**config.mk**
```make
export PLATFORM = sky130hd
export DESIGN_NAME = pulse_gen
export DESIGN_NICKNAME = d
export VERILOG_FILES = /design/src/rtl/pulse_gen_pkg.sv /design/src/rtl/pulse_gen.sv /design/src/rtl/pin_sync.sv
export SDC_FILE = /design/constraint.sdc
export NUM_CORES = 1
export LEC_CHECK = 0
export ABC_AREA = 0
export BUFFER_PORTS_ARGS = -buffer_cell sky130_fd_sc_hd__buf_2
export CAP_MARGIN = 20
export CORE_UTILIZATION = 50
export DETAILED_ROUTE_END_ITERATION = 7
export PLACE_DENSITY = 0.65
export SYNTH_ARGS = -nofsm -noshare
export SYNTH_HDL_FRONTEND = slang
export SYNTH_SLANG_ARGS = --single-unit
export TNS_END_PERCENT = 5
```
**constraint.sdc**
```tcl
create_clock -name clk -period 6.1 [get_ports clk]
set_clock_uncertainty 0.15 [all_clocks]
set_input_delay 0.61 -clock clk [delete_from_list [all_inputs] [get_ports clk]]
set_output_delay 0.61 -clock clk [all_outputs]
set_load 0.02 [all_outputs]
```
**src/rtl/pulse_gen_pkg.sv**
```systemverilog
package pulse_gen_pkg;

    // address width of the wide variant; the narrow variant uses fewer bits
    localparam int ADDR_W          = 12;
    localparam int NARROW_ADDR_W   = 8;
    localparam int CLK_PERIOD_NS   = 10;

    // inherent width at address zero, nominal and tolerance
    localparam int INHERENT_NS     = 14;
    localparam int INHERENT_TOL_PS = 2000;
    // shortest width rounds up, but at least one cycle
    localparam int INHERENT_CYC_I  =
        (INHERENT_NS + CLK_PERIOD_NS - 1) / CLK_PERIOD_NS;
    localparam logic [15:0] INHERENT_CYC =
        16'(INHERENT_CYC_I < 1 ? 1 : INHERENT_CYC_I);

    // width step per address count
    localparam int INC_NS          = 20;
    localparam int INC_MIN_PS      = 250;
    localparam int INC_MAX_NS      = 800000;
    localparam int INC_MAX_WIDE_NS = 50000;
    localparam int INC_CYC_I       = INC_NS / CLK_PERIOD_NS;
    localparam logic [15:0] INC_CYC =
        16'(INC_CYC_I < 1 ? 1 : INC_CYC_I);

    // recovery interval after each pulse
    localparam int RECOVER_NS      = 20;
    localparam int RECOVER_CYC_I   =
        (RECOVER_NS + CLK_PERIOD_NS - 1) / CLK_PERIOD_NS;
    localparam logic [3:0] RECOVER_CYC =
        4'(RECOVER_CYC_I < 1 ? 1 : RECOVER_CYC_I);

    // reset value of the held address
    localparam logic [ADDR_W-1:0] ADDR_RESET = 12'h000;

    // pins as seen by the core after synchronising
    typedef struct packed {
        logic              start;
        logic              stop;
        logic              hold_sel;
        logic [ADDR_W-1:0] addr;
    } pins_t;

    // the two output forms of the pulse
    typedef struct packed {
        logic true_out;
        logic comp_out;
    } pulse_out_t;

endpackage

```
**src/rtl/pulse_gen.sv**
```systemverilog
`timescale 1ns/1ps
// Functional notes
// - rising start edge begins pulse on true and complementary outputs.
// - width equals inherent width plus address times increment step.
// - address zero gives shortest pulse, nominally 14 ns within 2 ns; code gives 2 cycles, 20 ns.
// - increment fixed per variant, 0.25 ns to 800 us; wide max 50 us.
// - early stop during pulse ends it before programmed width.
// - start edges during a pulse are ignored.
// - after a pulse a recovery interval passes before new start accepted.
// - in latched mode address is stored internally, inputs may change.
module pulse_gen #(
    parameter bit WIDE = 1'b1 // 1: 12-bit variant, 0: 8-bit variant
) (
    // clock and reset
    input  wire logic                              clk,
    input  wire logic                              rst,
    // control pins from driving logic
    input  wire logic                              start_edge_input,
    input  wire logic                              early_stop_input,
    input  wire logic                              address_hold_select,
    input  wire logic [pulse_gen_pkg::ADDR_W-1:0]  address_in,
    // pulse outputs
    output logic                                   pulse_output,
    output logic                                   complement_pulse_output,
    // status
    output logic                                   busy
);
    typedef enum {IDLE, PULSE, RECOVER} state_t;

    localparam int RAW_W = pulse_gen_pkg::ADDR_W + 3;

    logic [RAW_W-1:0]                 raw;
    logic [RAW_W-1:0]                 sync;
    pulse_gen_pkg::pins_t             pins;
    pulse_gen_pkg::pulse_out_t        outs;
    logic                             start_prev;
    logic                             hold_prev;
    logic                             start_rise;
    logic                             hold_fall;
    logic [pulse_gen_pkg::ADDR_W-1:0] addr_latched;
    logic [pulse_gen_pkg::ADDR_W-1:0] addr_used;
    logic [pulse_gen_pkg::ADDR_W-1:0] addr_masked;
    logic [31:0]                      width_cyc;
    logic [31:0]                      count;
    logic [3:0]                       rec_count;
    state_t                           state;

    // all pins come from outside the clock domain
    assign raw = {start_edge_input, early_stop_input,
                  address_hold_select, address_in};

    pin_sync #(
        .W(RAW_W)
    ) u_sync (
        .clk    (clk),
        .rst    (rst),
        .pin    (raw),
        .settled(sync)
    );

    assign pins = pulse_gen_pkg::pins_t'(sync);

    // edge detection on settled pins
    always_ff @(posedge clk or posedge rst) begin
        if (rst) begin
            start_prev <= 1'b0;
            hold_prev  <= 1'b0;
        end else begin
            start_prev <= pins.start;
            hold_prev  <= pins.hold_sel;
        end
    end

    assign start_rise = pins.start & ~start_prev;
    assign hold_fall  = ~pins.hold_sel & hold_prev;

    // latched store: inputs free to change once held
    // capture on fall of hold select
    always_ff @(posedge clk or posedge rst) begin
        if (rst) begin
            addr_latched <= pulse_gen_pkg::ADDR_RESET;
        end else if (pins.hold_sel || hold_fall) begin
            addr_latched <= pins.addr;
        end
    end

    assign addr_used   = pins.hold_sel ? pins.addr : addr_latched;
    // narrow variant uses only low address bits
    assign addr_masked = WIDE ? addr_used
                              : {{(pulse_gen_pkg::ADDR_W -
                                   pulse_gen_pkg::NARROW_ADDR_W){1'b0}},
                                 addr_used[pulse_gen_pkg::NARROW_ADDR_W-1:0]};

    assign width_cyc = 32'(pulse_gen_pkg::INHERENT_CYC)
                     + 32'(addr_masked) * 32'(pulse_gen_pkg::INC_CYC);

    // pulse sequencing
    always_ff @(posedge clk or posedge rst) begin
        if (rst) begin
            state     <= IDLE;
            count     <= 32'h0000_0000;
            rec_count <= 4'h0;
        end else begin
            case (state)
                IDLE: begin
                    if (start_rise && !pins.stop) begin
                        state <= PULSE;
                        count <= 32'h0000_0001;
                    end
                end
                PULSE: begin
                    if (pins.stop) begin
                        state     <= RECOVER;
                        rec_count <= 4'h1;
                    end else if (count >= width_cyc) begin
                        state     <= RECOVER;
                        rec_count <= 4'h1;
                    end else begin
                        count <= count + 32'h0000_0001;
                    end
                end
                RECOVER: begin
                    if (rec_count >= pulse_gen_pkg::RECOVER_CYC) begin
                        state <= IDLE;
                    end else begin
                        rec_count <= rec_count + 4'h1;
                    end
                end
                default: state <= IDLE;
            endcase
        end
    end

    // true and complementary outputs from flops
    always_ff @(posedge clk or posedge rst) begin
        if (rst) begin
            outs <= 2'b01;
        end else begin
            outs.true_out <= (state == IDLE && start_rise && !pins.stop) ||
                             (state == PULSE && !pins.stop &&
                              count < width_cyc);
            outs.comp_out <= !((state == IDLE && start_rise &&
                                !pins.stop) ||
                               (state == PULSE && !pins.stop &&
                                count < width_cyc));
        end
    end

    assign pulse_output            = outs.true_out;
    assign complement_pulse_output = outs.comp_out;
    assign busy                    = (state != IDLE);
endmodule // pulse_gen

```
**src/rtl/pin_sync.sv**
```systemverilog
`timescale 1ns/1ps
// three-stage synchroniser; change taken when stages two and three agree
module pin_sync #(
    parameter int W = 1
) (
    // clock and reset
    input  wire logic         clk,
    input  wire logic         rst,
    // raw pin and settled value
    input  wire logic [W-1:0] pin,
    output logic      [W-1:0] settled
);
    logic [W-1:0] s1;
    logic [W-1:0] s2;
    logic [W-1:0] s3;

    // shift chain; s1 only feeds s2
    always_ff @(posedge clk or posedge rst) begin
        if (rst) begin
            s1 <= '0;
            s2 <= '0;
            s3 <= '0;
        end else begin
            s1 <= pin;
            s2 <= s1;
            s3 <= s2;
        end
    end

    // accept per bit only when two later stages agree
    always_ff @(posedge clk or posedge rst) begin
        if (rst) begin
            settled <= '0;
        end else begin
            for (int i = 0; i < W; i++) begin
                if (s2[i] == s3[i]) begin
                    settled[i] <= s3[i];
                end
            end
        end
    end
endmodule // pin_sync

```
==> Yosys cells after proc, flatten, opt, wreduce, memory -nomap -nowiden <==
Index checks and enable logic that the tools add are counted.
{ "op_classes": {"addsub": 3, "n_lt_le_gt_ge": 3, "n_eq_ne": 24, "n_mux": 13, "n_bitwise": 4, "n_reduce_logical": 17} }
{ "ops": {"columns": ["operator", "n"], "rows": [
  ["$mux 32", 6],
  ["$pmux 32 s3", 1],
  ["$eq 32x2->1 const B", 2],
  ["$logic_not 32->1", 2],
  ["$pmux 32 s2", 1],
  ["$add 32x1->32 const B", 1],
  ["$eq 32x1->1 const B", 1],
  ["$ge 32x14->1", 1],
  ["$lt 32x14->1", 1],
  ["$reduce_bool 32->1", 1],
  ["$eq 1x1->1", 15],
  ["$add 2x13->14 const A", 1],
  ["$mux 12", 1],
  ["$mux 4", 3],
  ["$ne 2x2->1 const B", 5],
  ["$pmux 4 s2", 1],
  ["$reduce_and 3->1", 2],
  ["$logic_and 1x1->1", 5],
  ["$add 4x1->4 const B", 1],
  ["$ge 4x2->1 const B", 1],
  ["$reduce_and 4->1", 1],
  ["$reduce_bool 2->1", 2],
  ["$ne 3x2->1 const B", 1],
  ["$and 1x1->1", 2],
  ["3 further kinds", 6]
]} }
{ "word_totals": {"register_bits": 144, "input_bits": 17, "elab_cells": 90} }

==> Longest topological paths before layout <==
Gate-level depths: netlist (run 1).
{ "logic_depth": {"word_depth": 6, "ltp_mapped": 19, "depth_no_buf": 15} }

==> Cells and area by module <==
Synthesis (run 1) repeated with hierarchy kept, for this count alone.
{ "hier_totals": {"cells_unflattened": 359, "area_unflattened_um2": 4639.4} }
{ "by_module_without_submodules": {"columns": ["mod", "instances", "cells_per_inst", "area_each_um2"], "rows": [
  ["pulse_gen", 1, 283, 2965.3],
  ["pin_sync", 1, 76, 1674.1]
]} }

==> Worst setup path after synthesis (run 1) <==
OpenSTA, ideal clock, no wires.
{ "synth_path": {"kind": "flip-flop to flip-flop", "startpoint": "register u_sync.settled[12]", "endpoint": "register count[12]", "setup_time_ns": 0.077, "arrival_time_ns": 4.234, "required_ns": 5.873, "setup_slack_ns": 1.638, "stages_incl_launch_ff": 18, "path_buffers": 3, "period_less_slack_ns": 4.462, "path_cell_list": "dfrtp_1 clkbuf_1 clkbuf_1 buf_1 mux2_2 ha_1 o21ai_0 nor2_1 nand2_1 or2_2 xnor2_1 ha_1 a21oi_1 o21ai_0 a2111oi_4 nand3_4 or3_1 a21oi_1"} }
{ "synth_via": {"elab_chain_len": 5} }
{ "synth_lines": {"columns": ["element", "line", "source"], "rows": [
  ["from (decl)", "pin_sync.sv:11", "output logic [W-1:0] settled"],
  ["from (signal, indexed assignment)", "pin_sync.sv:37", "settled[i] <= s3[i];"],
  ["$mux 12", "pulse_gen.sv:87", "assign addr_used = pins.hold_sel ? pins.addr : addr_latched;"],
  ["$add 2x13->14", "pulse_gen.sv:95", "+ 32'(addr_masked) * 32'(pulse_gen_pkg::INC_CYC);"],
  ["$ge 32x14->1", "pulse_gen.sv:115", "end else if (count >= width_cyc) begin"],
  ["$ne 2x2->1 (no line)", null, null],
  ["$reduce_and 4->1 (no line)", null, null],
  ["to (signal assigned)", "pulse_gen.sv:119", "count <= count + 32'h0000_0001;"],
  ["to (decl)", "pulse_gen.sv:44", "logic [31:0] count;"]
]} }
No other way between the ends.
A chain may end at the register's enable or synchronous reset.

==> Final worst setup path (run 1) <==
{ "layout_path": {"startpoint": "register u_sync.settled[12]", "endpoint": "register count[8]"} }
Same word-level chain as after synthesis.

==> run summary, run 1 <==
## STA
- **number of slew-limit violations in the final report** 0
- **worst slew pin tran** 1.04 ns
- **Setup violations, final** 0
- **post-route setup TNS** 0 ns
- **Worst Hold Margin** 0.0175 ns
- **RSZ-0062 raised after global routing** false
- **min Tclk post-route** 4.60 ns
- **upper clock frequency limit** 0.217 GHz
- **count of final hold-check violations** 0
- **share of the clock period used by the worst path** 75.4%
- **Max-Slew Margin vs Limit** 30.4%
- **Worst Slack Setup Final** 1.50 ns

## Worst setup path
- **launching element type of the critical path** register
- **start of the worst register-to-register path** u_sync.settled[12]
- **max incr delay on CP** 1.03 ns
- **first element of the critical path** u_sync.settled[12]
- **buffer and inverter count on the worst path** 1
- **kind of capture point of the worst setup path** register
- **category of cells accounting for the largest share of critical-path delay** compound AO/OA/AOI/OAI gates
- **Required @ worst endpoint** 6.38 ns
- **library cell contributing the largest single delay on the critical path** sky130_fd_sc_hd__dfrtp_1
- **data arrival time of the critical path** 4.88 ns
- **Critical Path Fanout Max** 35
- **cell-by-cell listing of the critical path** mux2i_1, inv_1, ha_1, o21ai_0, nor2_1, nand2_1, or2_2, xnor2_1, ha_1, a21oi_1, o21ai_0, a2111oi_4, nand3_4, or3_1, a21oi_1
- **critical path class** register to register

## Logic synthesis
- **share of flip-flops with an asynchronous set or reset** 100%
- **post-synth net total** 392
- **dominant register cell in the synthesized netlist** sky130_fd_sc_hd__dfrtp_1
- **Post-Syn Instances** 358
- **Yosys Warn Count** 0
- **most common cell in the synthesized netlist** sky130_fd_sc_hd__dfrtp_1
- **Post-synth EDFFs** 0
- **unique cell type count in the Yosys netlist** 52
- **ranking of synthesized cells by instance count** sky130_fd_sc_hd__dfrtp_1 (113), sky130_fd_sc_hd__a21oi_1 (19), sky130_fd_sc_hd__nand2_1 (19), sky130_fd_sc_hd__and2_1 (18), sky130_fd_sc_hd__ha_1 (17)
- **proportion of netlist area held by the largest area contributor** 60.9%
- **most area-hungry cell type in the Yosys netlist** sky130_fd_sc_hd__dfrtp_1
- **leading post-synthesis cells by cell area** sky130_fd_sc_hd__dfrtp_1 (61%), sky130_fd_sc_hd__ha_1 (4.6%), sky130_fd_sc_hd__maj3_1 (3.2%), sky130_fd_sc_hd__mux2_2 (3.2%), sky130_fd_sc_hd__and2_1 (2.4%)
- **FF+latch count, synth** 114
- **netlist area before placement** 4640 sq um
- **part of the Yosys area used for sequential elements** 61.5%
- **post-synthesis area per instance** 13.0 sq um

## Global routing
- **Top Usage Layer GRT** met2
- **vias in the first global route** 2,712
- **maximum number of pins on one net before global-route repair** 66
- **initial antenna violation count** 0
- **global route overflow** 0
- **met3 usage** 5.15%
- **global-route track usage on met1** 24.2%
- **global-route usage over all layers** 17.6%
- **met2 Track Usage GR** 25.2%
- **wire length of the first global-routing pass** 13,000 um

## Clocking
- **clock insertion delay at the later pin of the skew report** 0.52 ns
- **Clock Sink Count** 114
- **clock transition at the registers of the reported paths** 0.06 ns
- **H-tree depth** 4
- **number of instances resized during post-cts repair** 0
- **number of buffers created by CTS** 17
- **root buf cell** sky130_fd_sc_hd__clkbuf_8
- **CTS tree** built
- **maximum count of clock buffers along a single path** 2
- **quantity of hold-fixing buffers added after cts** 0
- **post-CTS setup buffer count** 0

## Power
- **maximum ir drop on the vdd rail** 0.320 mV
- **power per standard cell area** 388 nW/um^2
- **net switching share of the total power** 25.8%
- **Internal Pwr Total** 1.57 mW
- **Leakage** 2.47 nW
- **Psw** 546 uW
- **combinational cell fraction of total power** 10.7%
- **register share of total power** 41.9%
- **power share of the clock group** 47.4%

## Cells and area
- **fraction of layout instances using a drive strength above 1** 19.7%
- **area overhead of the layout relative to synthesis** 17.4%
- **fin nets** 423
- **Cell Count, Final, Fillers Out** 510
- **ant diodes** 0

## Route
- **post-route DRC violation count** 0
- **antenna-violating nets left** 0
- **Vias/cell** 5.37
- **total routed wirelength** 7260 um
- **number of search-and-repair iterations in the first detailed-routing pass** 6
- **wire length per cell after detailed routing** 14.2 um
- **First DRT Iteration DRCs** 61
- **via count** 2,738

## Placement
- **HPWL after detailed placement** 4660 um
- **number of buffer cells added on primary ports** 19
- **worst setup slack before clock tree synthesis** 1.55 ns
- **instance count after placement with tap cells included** 478
- **gpl congestion** 0.744

## Floorplanning
- **area of the die** 9680 sq um
- **Die X** 98.4 um
- **I/O pin count** 20
- **number of rows in the core area** 34
- **height of the die** 98.4 um
- **Core Footprint** 8850 sq um
- **starting density of the core** 52.5%

## Status
- **outcome** finished clean

## Flow run
- **maximum capacitance violations** 0

## Min path
- **hold crit path type** input port to async pin

## power groups by stage
stage / Combinational, mW / Sequential (mW) / Clock (mW)
floorplan: 0.184 / 0.883 / 0
global placement: 0.223 / 0.896 / 0
detailed placement: 0.228 / 0.898 / 0
CTS: 0.230 / 0.887 / 1.02
global route: 0.262 / 0.897 / 1.06
finish: 0.226 / 0.886 / 1.00
## cell families after synthesis
logic type	synth area share, %
flops	61.5
simple gates	15.2
fa+ha+maj	7.81
compound gates	7.41
xor+xnor	2.45
buf+inv	1.40
mux	4.23
## through the flow
step / instance area [sq um] / utilization, % / power, mW
3_3_place_gp: 4840 / 54.8 / 1.12
2_1_floorplan: 4640 / - / 1.07
5_1_grt: 5450 / 61.6 / 2.22
4_1_cts: 5450 / 61.6 / 2.14
6_report: 5450 / 61.6 / 2.12
3_5_place_dp: 4840 / 54.8 / 1.13
## path summary, 6_finish.rpt
check | endpoint | slack (ns) | cells after the start
worst max-delay path | count[8] | 1.50 | 15
worst min-delay path | u_sync.s2[9] | 0.02 | 2
worst max register to register | count[8] | 1.50 | 15
worst min register to register | u_sync.s2[3] | 0.19 | 0
max in group asynchronous | state[0] | 4.59 | 3
min in group clk | u_sync.s1[2] | 0.05 | 1
## sequential cells by signal (all words and copies together), names as in the netlist
register                 cells
rec_count                    4
hold_prev                    1
addr_latched                12
start_prev                   1
u_sync.s2                   15
complement_pulse_output      1
count                       32
u_sync.s1                   15
pulse_output                 1
u_sync.settled              15
state                        2
u_sync.s3                   15
## worst register-to-register path, stage by stage, from the launching register on
cell and delay [ns]:
sky130_fd_sc_hd__dfrtp_1 1.03, sky130_fd_sc_hd__mux2i_1 0.24, sky130_fd_sc_hd__inv_1 0.11, sky130_fd_sc_hd__ha_1 0.17
sky130_fd_sc_hd__o21ai_0 0.14, sky130_fd_sc_hd__nor2_1 0.20, sky130_fd_sc_hd__nand2_1 0.12, sky130_fd_sc_hd__or2_2 0.31
sky130_fd_sc_hd__xnor2_1 0.17, sky130_fd_sc_hd__ha_1 0.28, sky130_fd_sc_hd__a21oi_1 0.12, sky130_fd_sc_hd__o21ai_0 0.19
sky130_fd_sc_hd__a2111oi_4 0.63, sky130_fd_sc_hd__nand3_4 0.16, sky130_fd_sc_hd__or3_1 0.37, sky130_fd_sc_hd__a21oi_1 0.15
## cell usage in the layout (no fill, tap or decap), types with 2 or more instances in the layout
cell type                    netlist  final
sky130_fd_sc_hd__and3_1            5      5
sky130_fd_sc_hd__nand2_1          19     19
sky130_fd_sc_hd__or2_2             2      2
sky130_fd_sc_hd__nor4_1            2      2
sky130_fd_sc_hd__nor2b_1           9      9
sky130_fd_sc_hd__nand4_1           8      8
sky130_fd_sc_hd__or4_1             2      2
sky130_fd_sc_hd__ha_1             17     17
sky130_fd_sc_hd__bufinv_16         0      3
sky130_fd_sc_hd__xnor2_1           5      5
sky130_fd_sc_hd__clkinvlp_4        0      2
sky130_fd_sc_hd__a31oi_1           2      2
sky130_fd_sc_hd__a21oi_1          19     19
sky130_fd_sc_hd__nor4_2            2      2
sky130_fd_sc_hd__nand4b_1          3      3
sky130_fd_sc_hd__maj3_1           15     15
sky130_fd_sc_hd__mux2_2           13     13
sky130_fd_sc_hd__and2_1           18     18
sky130_fd_sc_hd__dfrtp_1         113    113
sky130_fd_sc_hd__and2_2            2      2
sky130_fd_sc_hd__mux2i_1           5      5
sky130_fd_sc_hd__a32o_1            3      3
sky130_fd_sc_hd__or3_1             6      6
sky130_fd_sc_hd__clkbuf_8          0      2
sky130_fd_sc_hd__a32oi_1           4      4
sky130_fd_sc_hd__inv_6             0      4
sky130_fd_sc_hd__o211ai_1          3      3
sky130_fd_sc_hd__nor3_1            6      6
sky130_fd_sc_hd__buf_2             1     19
sky130_fd_sc_hd__nor2_1           13     13
sky130_fd_sc_hd__clkinv_4          0      4
sky130_fd_sc_hd__nand3_1           8      8
sky130_fd_sc_hd__o21ai_0          12     12
sky130_fd_sc_hd__inv_1             7      6
sky130_fd_sc_hd__clkbuf_16         0     16
sky130_fd_sc_hd__xor2_1            8      8
## cell type report
| class | count | area, sq um |
|---|---|---|
| clock buffers | 19 | 432 |
| clock inverters | 13 | 175 |
| fillers | 698 | 3400 |
| inverters | 7 | 28.8 |
| multi-input cells | 229 | 1720 |
| flip-flops and latches | 114 | 2850 |
| well taps | 108 | 135 |
| repair buffers | 20 | 103 |
## layer usage
metal  up-vias  routed length (um)
met2        40                3260
met4         0                 157
met3        15                 204
met1      1324                3640
li1       1359                   -
met5         -                   0
(Power assumes the default switching activity.)
==> run 2: changes to the inputs <==
--- a/config.mk
+++ b/config.mk
@@ -10,7 +10,7 @@
 export CAP_MARGIN = 20
 export CORE_UTILIZATION = 50
 export DETAILED_ROUTE_END_ITERATION = 7
-export PLACE_DENSITY = 0.65
+export PLACE_DENSITY = 0.67
 export SYNTH_ARGS = -nofsm -noshare
 export SYNTH_HDL_FRONTEND = slang
 export SYNTH_SLANG_ARGS = --single-unit
==> constraint.sdc (replaced) <==
create_clock -name clk -period 3.8 [get_ports clk]
set_clock_uncertainty 0.15 [all_clocks]
set_input_delay 0.38 -clock clk [delete_from_list [all_inputs] [get_ports clk]]
set_output_delay 0.38 -clock clk [all_outputs]
set_load 0.02 [all_outputs]
==> run summary, run 2 (synthesized netlist as in run 1, its figures left out) <==
## STA
- **RSZ-0062 raised after global routing** true, was false
- **count of final hold-check violations** 0, unchanged
- **worst slew pin tran** 1.00 ns, was 1.04 ns
- **Setup violations, final** 0, unchanged
- **post-route setup TNS** 0 ns, unchanged
- **upper clock frequency limit** 0.279 GHz, was 0.217 GHz
- **min Tclk post-route** 3.58 ns, was 4.60 ns
- **Max-Slew Margin vs Limit** 32.8%, was 30.4%
- **share of the clock period used by the worst path** 94.3%, was 75.4%
- **number of slew-limit violations in the final report** 0, unchanged

## Worst setup path
- **number of cells on the worst reg-to-reg path** 13, was 15
- **launching element type of the critical path** register, unchanged
- **Critical Path Fanout Max** 14, was 35
- **start of the worst register-to-register path** u_sync.settled[12], unchanged
- **kind of capture point of the worst setup path** register, unchanged
- **first element of the critical path** u_sync.settled[12], unchanged
- **data arrival time of the critical path** 3.88 ns, was 4.88 ns
- **critical path class** register to register, unchanged
- **Required @ worst endpoint** 4.09 ns, was 6.38 ns

## Clocking
- **H-tree depth** 4, unchanged
- **post-CTS setup buffer count** 0, unchanged
- **maximum count of clock buffers along a single path** 2, unchanged
- **clock insertion delay at the later pin of the skew report** 0.51 ns, was 0.52 ns
- **Clock Sink Count** 114, unchanged
- **CTS tree** built, unchanged
- **root buf cell** sky130_fd_sc_hd__clkbuf_8, unchanged
- **clock transition at the registers of the reported paths** 0.06 ns, about the same
- **number of buffers created by CTS** 17, unchanged

## Floorplanning
- **height of the die** 98.4 um, unchanged
- **Core Footprint** 8850 sq um, unchanged
- **number of rows in the core area** 34, unchanged
- **area of the die** 9680 sq um, unchanged
- **starting density of the core** 52.5%, unchanged
- **Die X** 98.4 um, unchanged
- **I/O pin count** 20, unchanged

## Placement
- **gpl congestion** 0.764, was 0.744
- **instance count after placement with tap cells included** 483, was 478
- **Placement Cell Area** 4900 sq um, was 4840 sq um
- **HPWL after detailed placement** 5080 um, was 4660 um
- **number of buffer cells added on primary ports** 19, unchanged

## Global routing
- **initial antenna violation count** 0, unchanged
- **maximum number of pins on one net before global-route repair** 62, was 66
- **wire length of the first global-routing pass** 14,000 um, was 13,000 um
- **vias in the first global route** 3,004, was 2,712
- **global-route usage over all layers** 18.9%, was 17.6%
- **global route overflow** 0, unchanged

## Route
- **First DRT Iteration DRCs** 93, was 61
- **Vias/cell** 5.43, was 5.37
- **via count** 2,884, was 2,738
- **number of search-and-repair iterations in the first detailed-routing pass** 6, unchanged
- **antenna-violating nets left** 0, unchanged
- **wire length per cell after detailed routing** 15.0 um, was 14.2 um
- **post-route DRC violation count** 0, unchanged
- **total routed wirelength** 7940 um, was 7260 um

## Min path
- **hold crit path type** register to register, was input port to async pin
- **hold wc startpoint** u_sync.s1[6]
- **hold-critical path depth** 0

## Cells and area
- **area overhead of the layout relative to synthesis** 22.3%, was 17.4%
- **Cell Count, Final, Fillers Out** 531, was 510
- **fraction of layout instances using a drive strength above 1** 20.8%, was 19.7%
- **fin nets** 444, was 423
- **post-route cell area** 5680 sq um, was 5450 sq um
- **most common library cell in the layout ignoring fill and taps** sky130_fd_sc_hd__dfrtp_1, unchanged
- **filler cell count in the final layout** 685, was 698
- **number of flip-flops in the largest register** 32, unchanged
- **Util after Layout** 64.2%, was 61.6%
- **ant diodes** 0, unchanged
- **register ranked first by flip-flop count** count, unchanged
- **highest-count cells in the layout ignoring fill and taps** sky130_fd_sc_hd__dfrtp_1 (113), sky130_fd_sc_hd__a21oi_1 (19), sky130_fd_sc_hd__nand2_1 (19), sky130_fd_sc_hd__buf_2 (19), sky130_fd_sc_hd__and2_1 (18), unchanged

## Power
- **Overall Power** 3.39 mW, was 2.12 mW
- **maximum ir drop on the vdd rail** 0.436 mV, was 0.320 mV
- **power per standard cell area** 598 nW/um^2, was 388 nW/um^2
- **Leakage** 2.56 nW, was 2.47 nW

## Status
- **outcome** finished clean, unchanged

## Flow run
- **maximum capacitance violations** 0, unchanged

==> run 2: worst paths after layout <==
| kind | slack, ns | end |
|---|---|---|
| worst max-delay path | 0.22 | count[13] |
| worst min-delay path | 0.20 | u_sync.s2[6] |
| worst max register to register | 0.22 | count[13] |
| worst min register to register | 0.20 | u_sync.s2[6] |
| max in group asynchronous | 2.21 | complement_pulse_output |
| min in group asynchronous | 0.40 | count[27] |
==> run 2: what timing repair did <==
action,CTS,global route
gates resized for setup,0,4
endpoints found under the setup margin,0,10
hold buffers,16,0
hold endpoints to repair,74,0
==> run 2: stage by stage <==
step	setup WS (ns)	hold WS (ns)
final	0.216	0.196
after global routing	-0.0226	0.205
after CTS	0.109	0.199
after detailed placement	0.126	0.185
after global placement	0.186	0.182
after floorplan	0.000776	0.181
==> run 2: power breakdown <==
part	internal [mW]	total, mW	switching, mW
clock network	1.01	1.57	0.566
logic	0.188	0.405	0.217
registers	1.32	1.42	0.0914
total	2.52	3.39	0.875
==> run 2: cell type report <==
cell class | count | area, sq um | area share, %
flip-flops and latches | 114 | 2850 | 50.3
multi-input cells | 229 | 1760 | 31.0
clock buffers | 18 | 418 | 7.36
repair buffers | 41 | 300 | 5.29
clock inverters | 14 | 180 | 3.17
well taps | 108 | 135 | 2.38
inverters | 7 | 28.8 | 0.507
==> run 2: worst max-delay path, stage by stage, from the launching register on <==
cell and delay [ns]:
sky130_fd_sc_hd__dfrtp_1 0.42, sky130_fd_sc_hd__buf_4 0.20, sky130_fd_sc_hd__and3b_1 0.24, sky130_fd_sc_hd__o21ai_2 0.07, sky130_fd_sc_hd__nor2_1 0.16, sky130_fd_sc_hd__nand2_1 0.12, sky130_fd_sc_hd__or3_1 0.41, sky130_fd_sc_hd__ha_1 0.20
sky130_fd_sc_hd__nor3_1 0.21, sky130_fd_sc_hd__nand4_2 0.20, sky130_fd_sc_hd__nor3_1 0.30, sky130_fd_sc_hd__nand3_2 0.24, sky130_fd_sc_hd__or4_1 0.54, sky130_fd_sc_hd__nand2_1 0.08
==> run 2: metal layers <==
metal | GRT usage [%] | share of wire (%)
met1 | 24.0 | 47
met5 | 0 | 0
met2 | 30.1 | 48
met3 | 6.51 | 3.5
met4 | 6.89 | 1.4
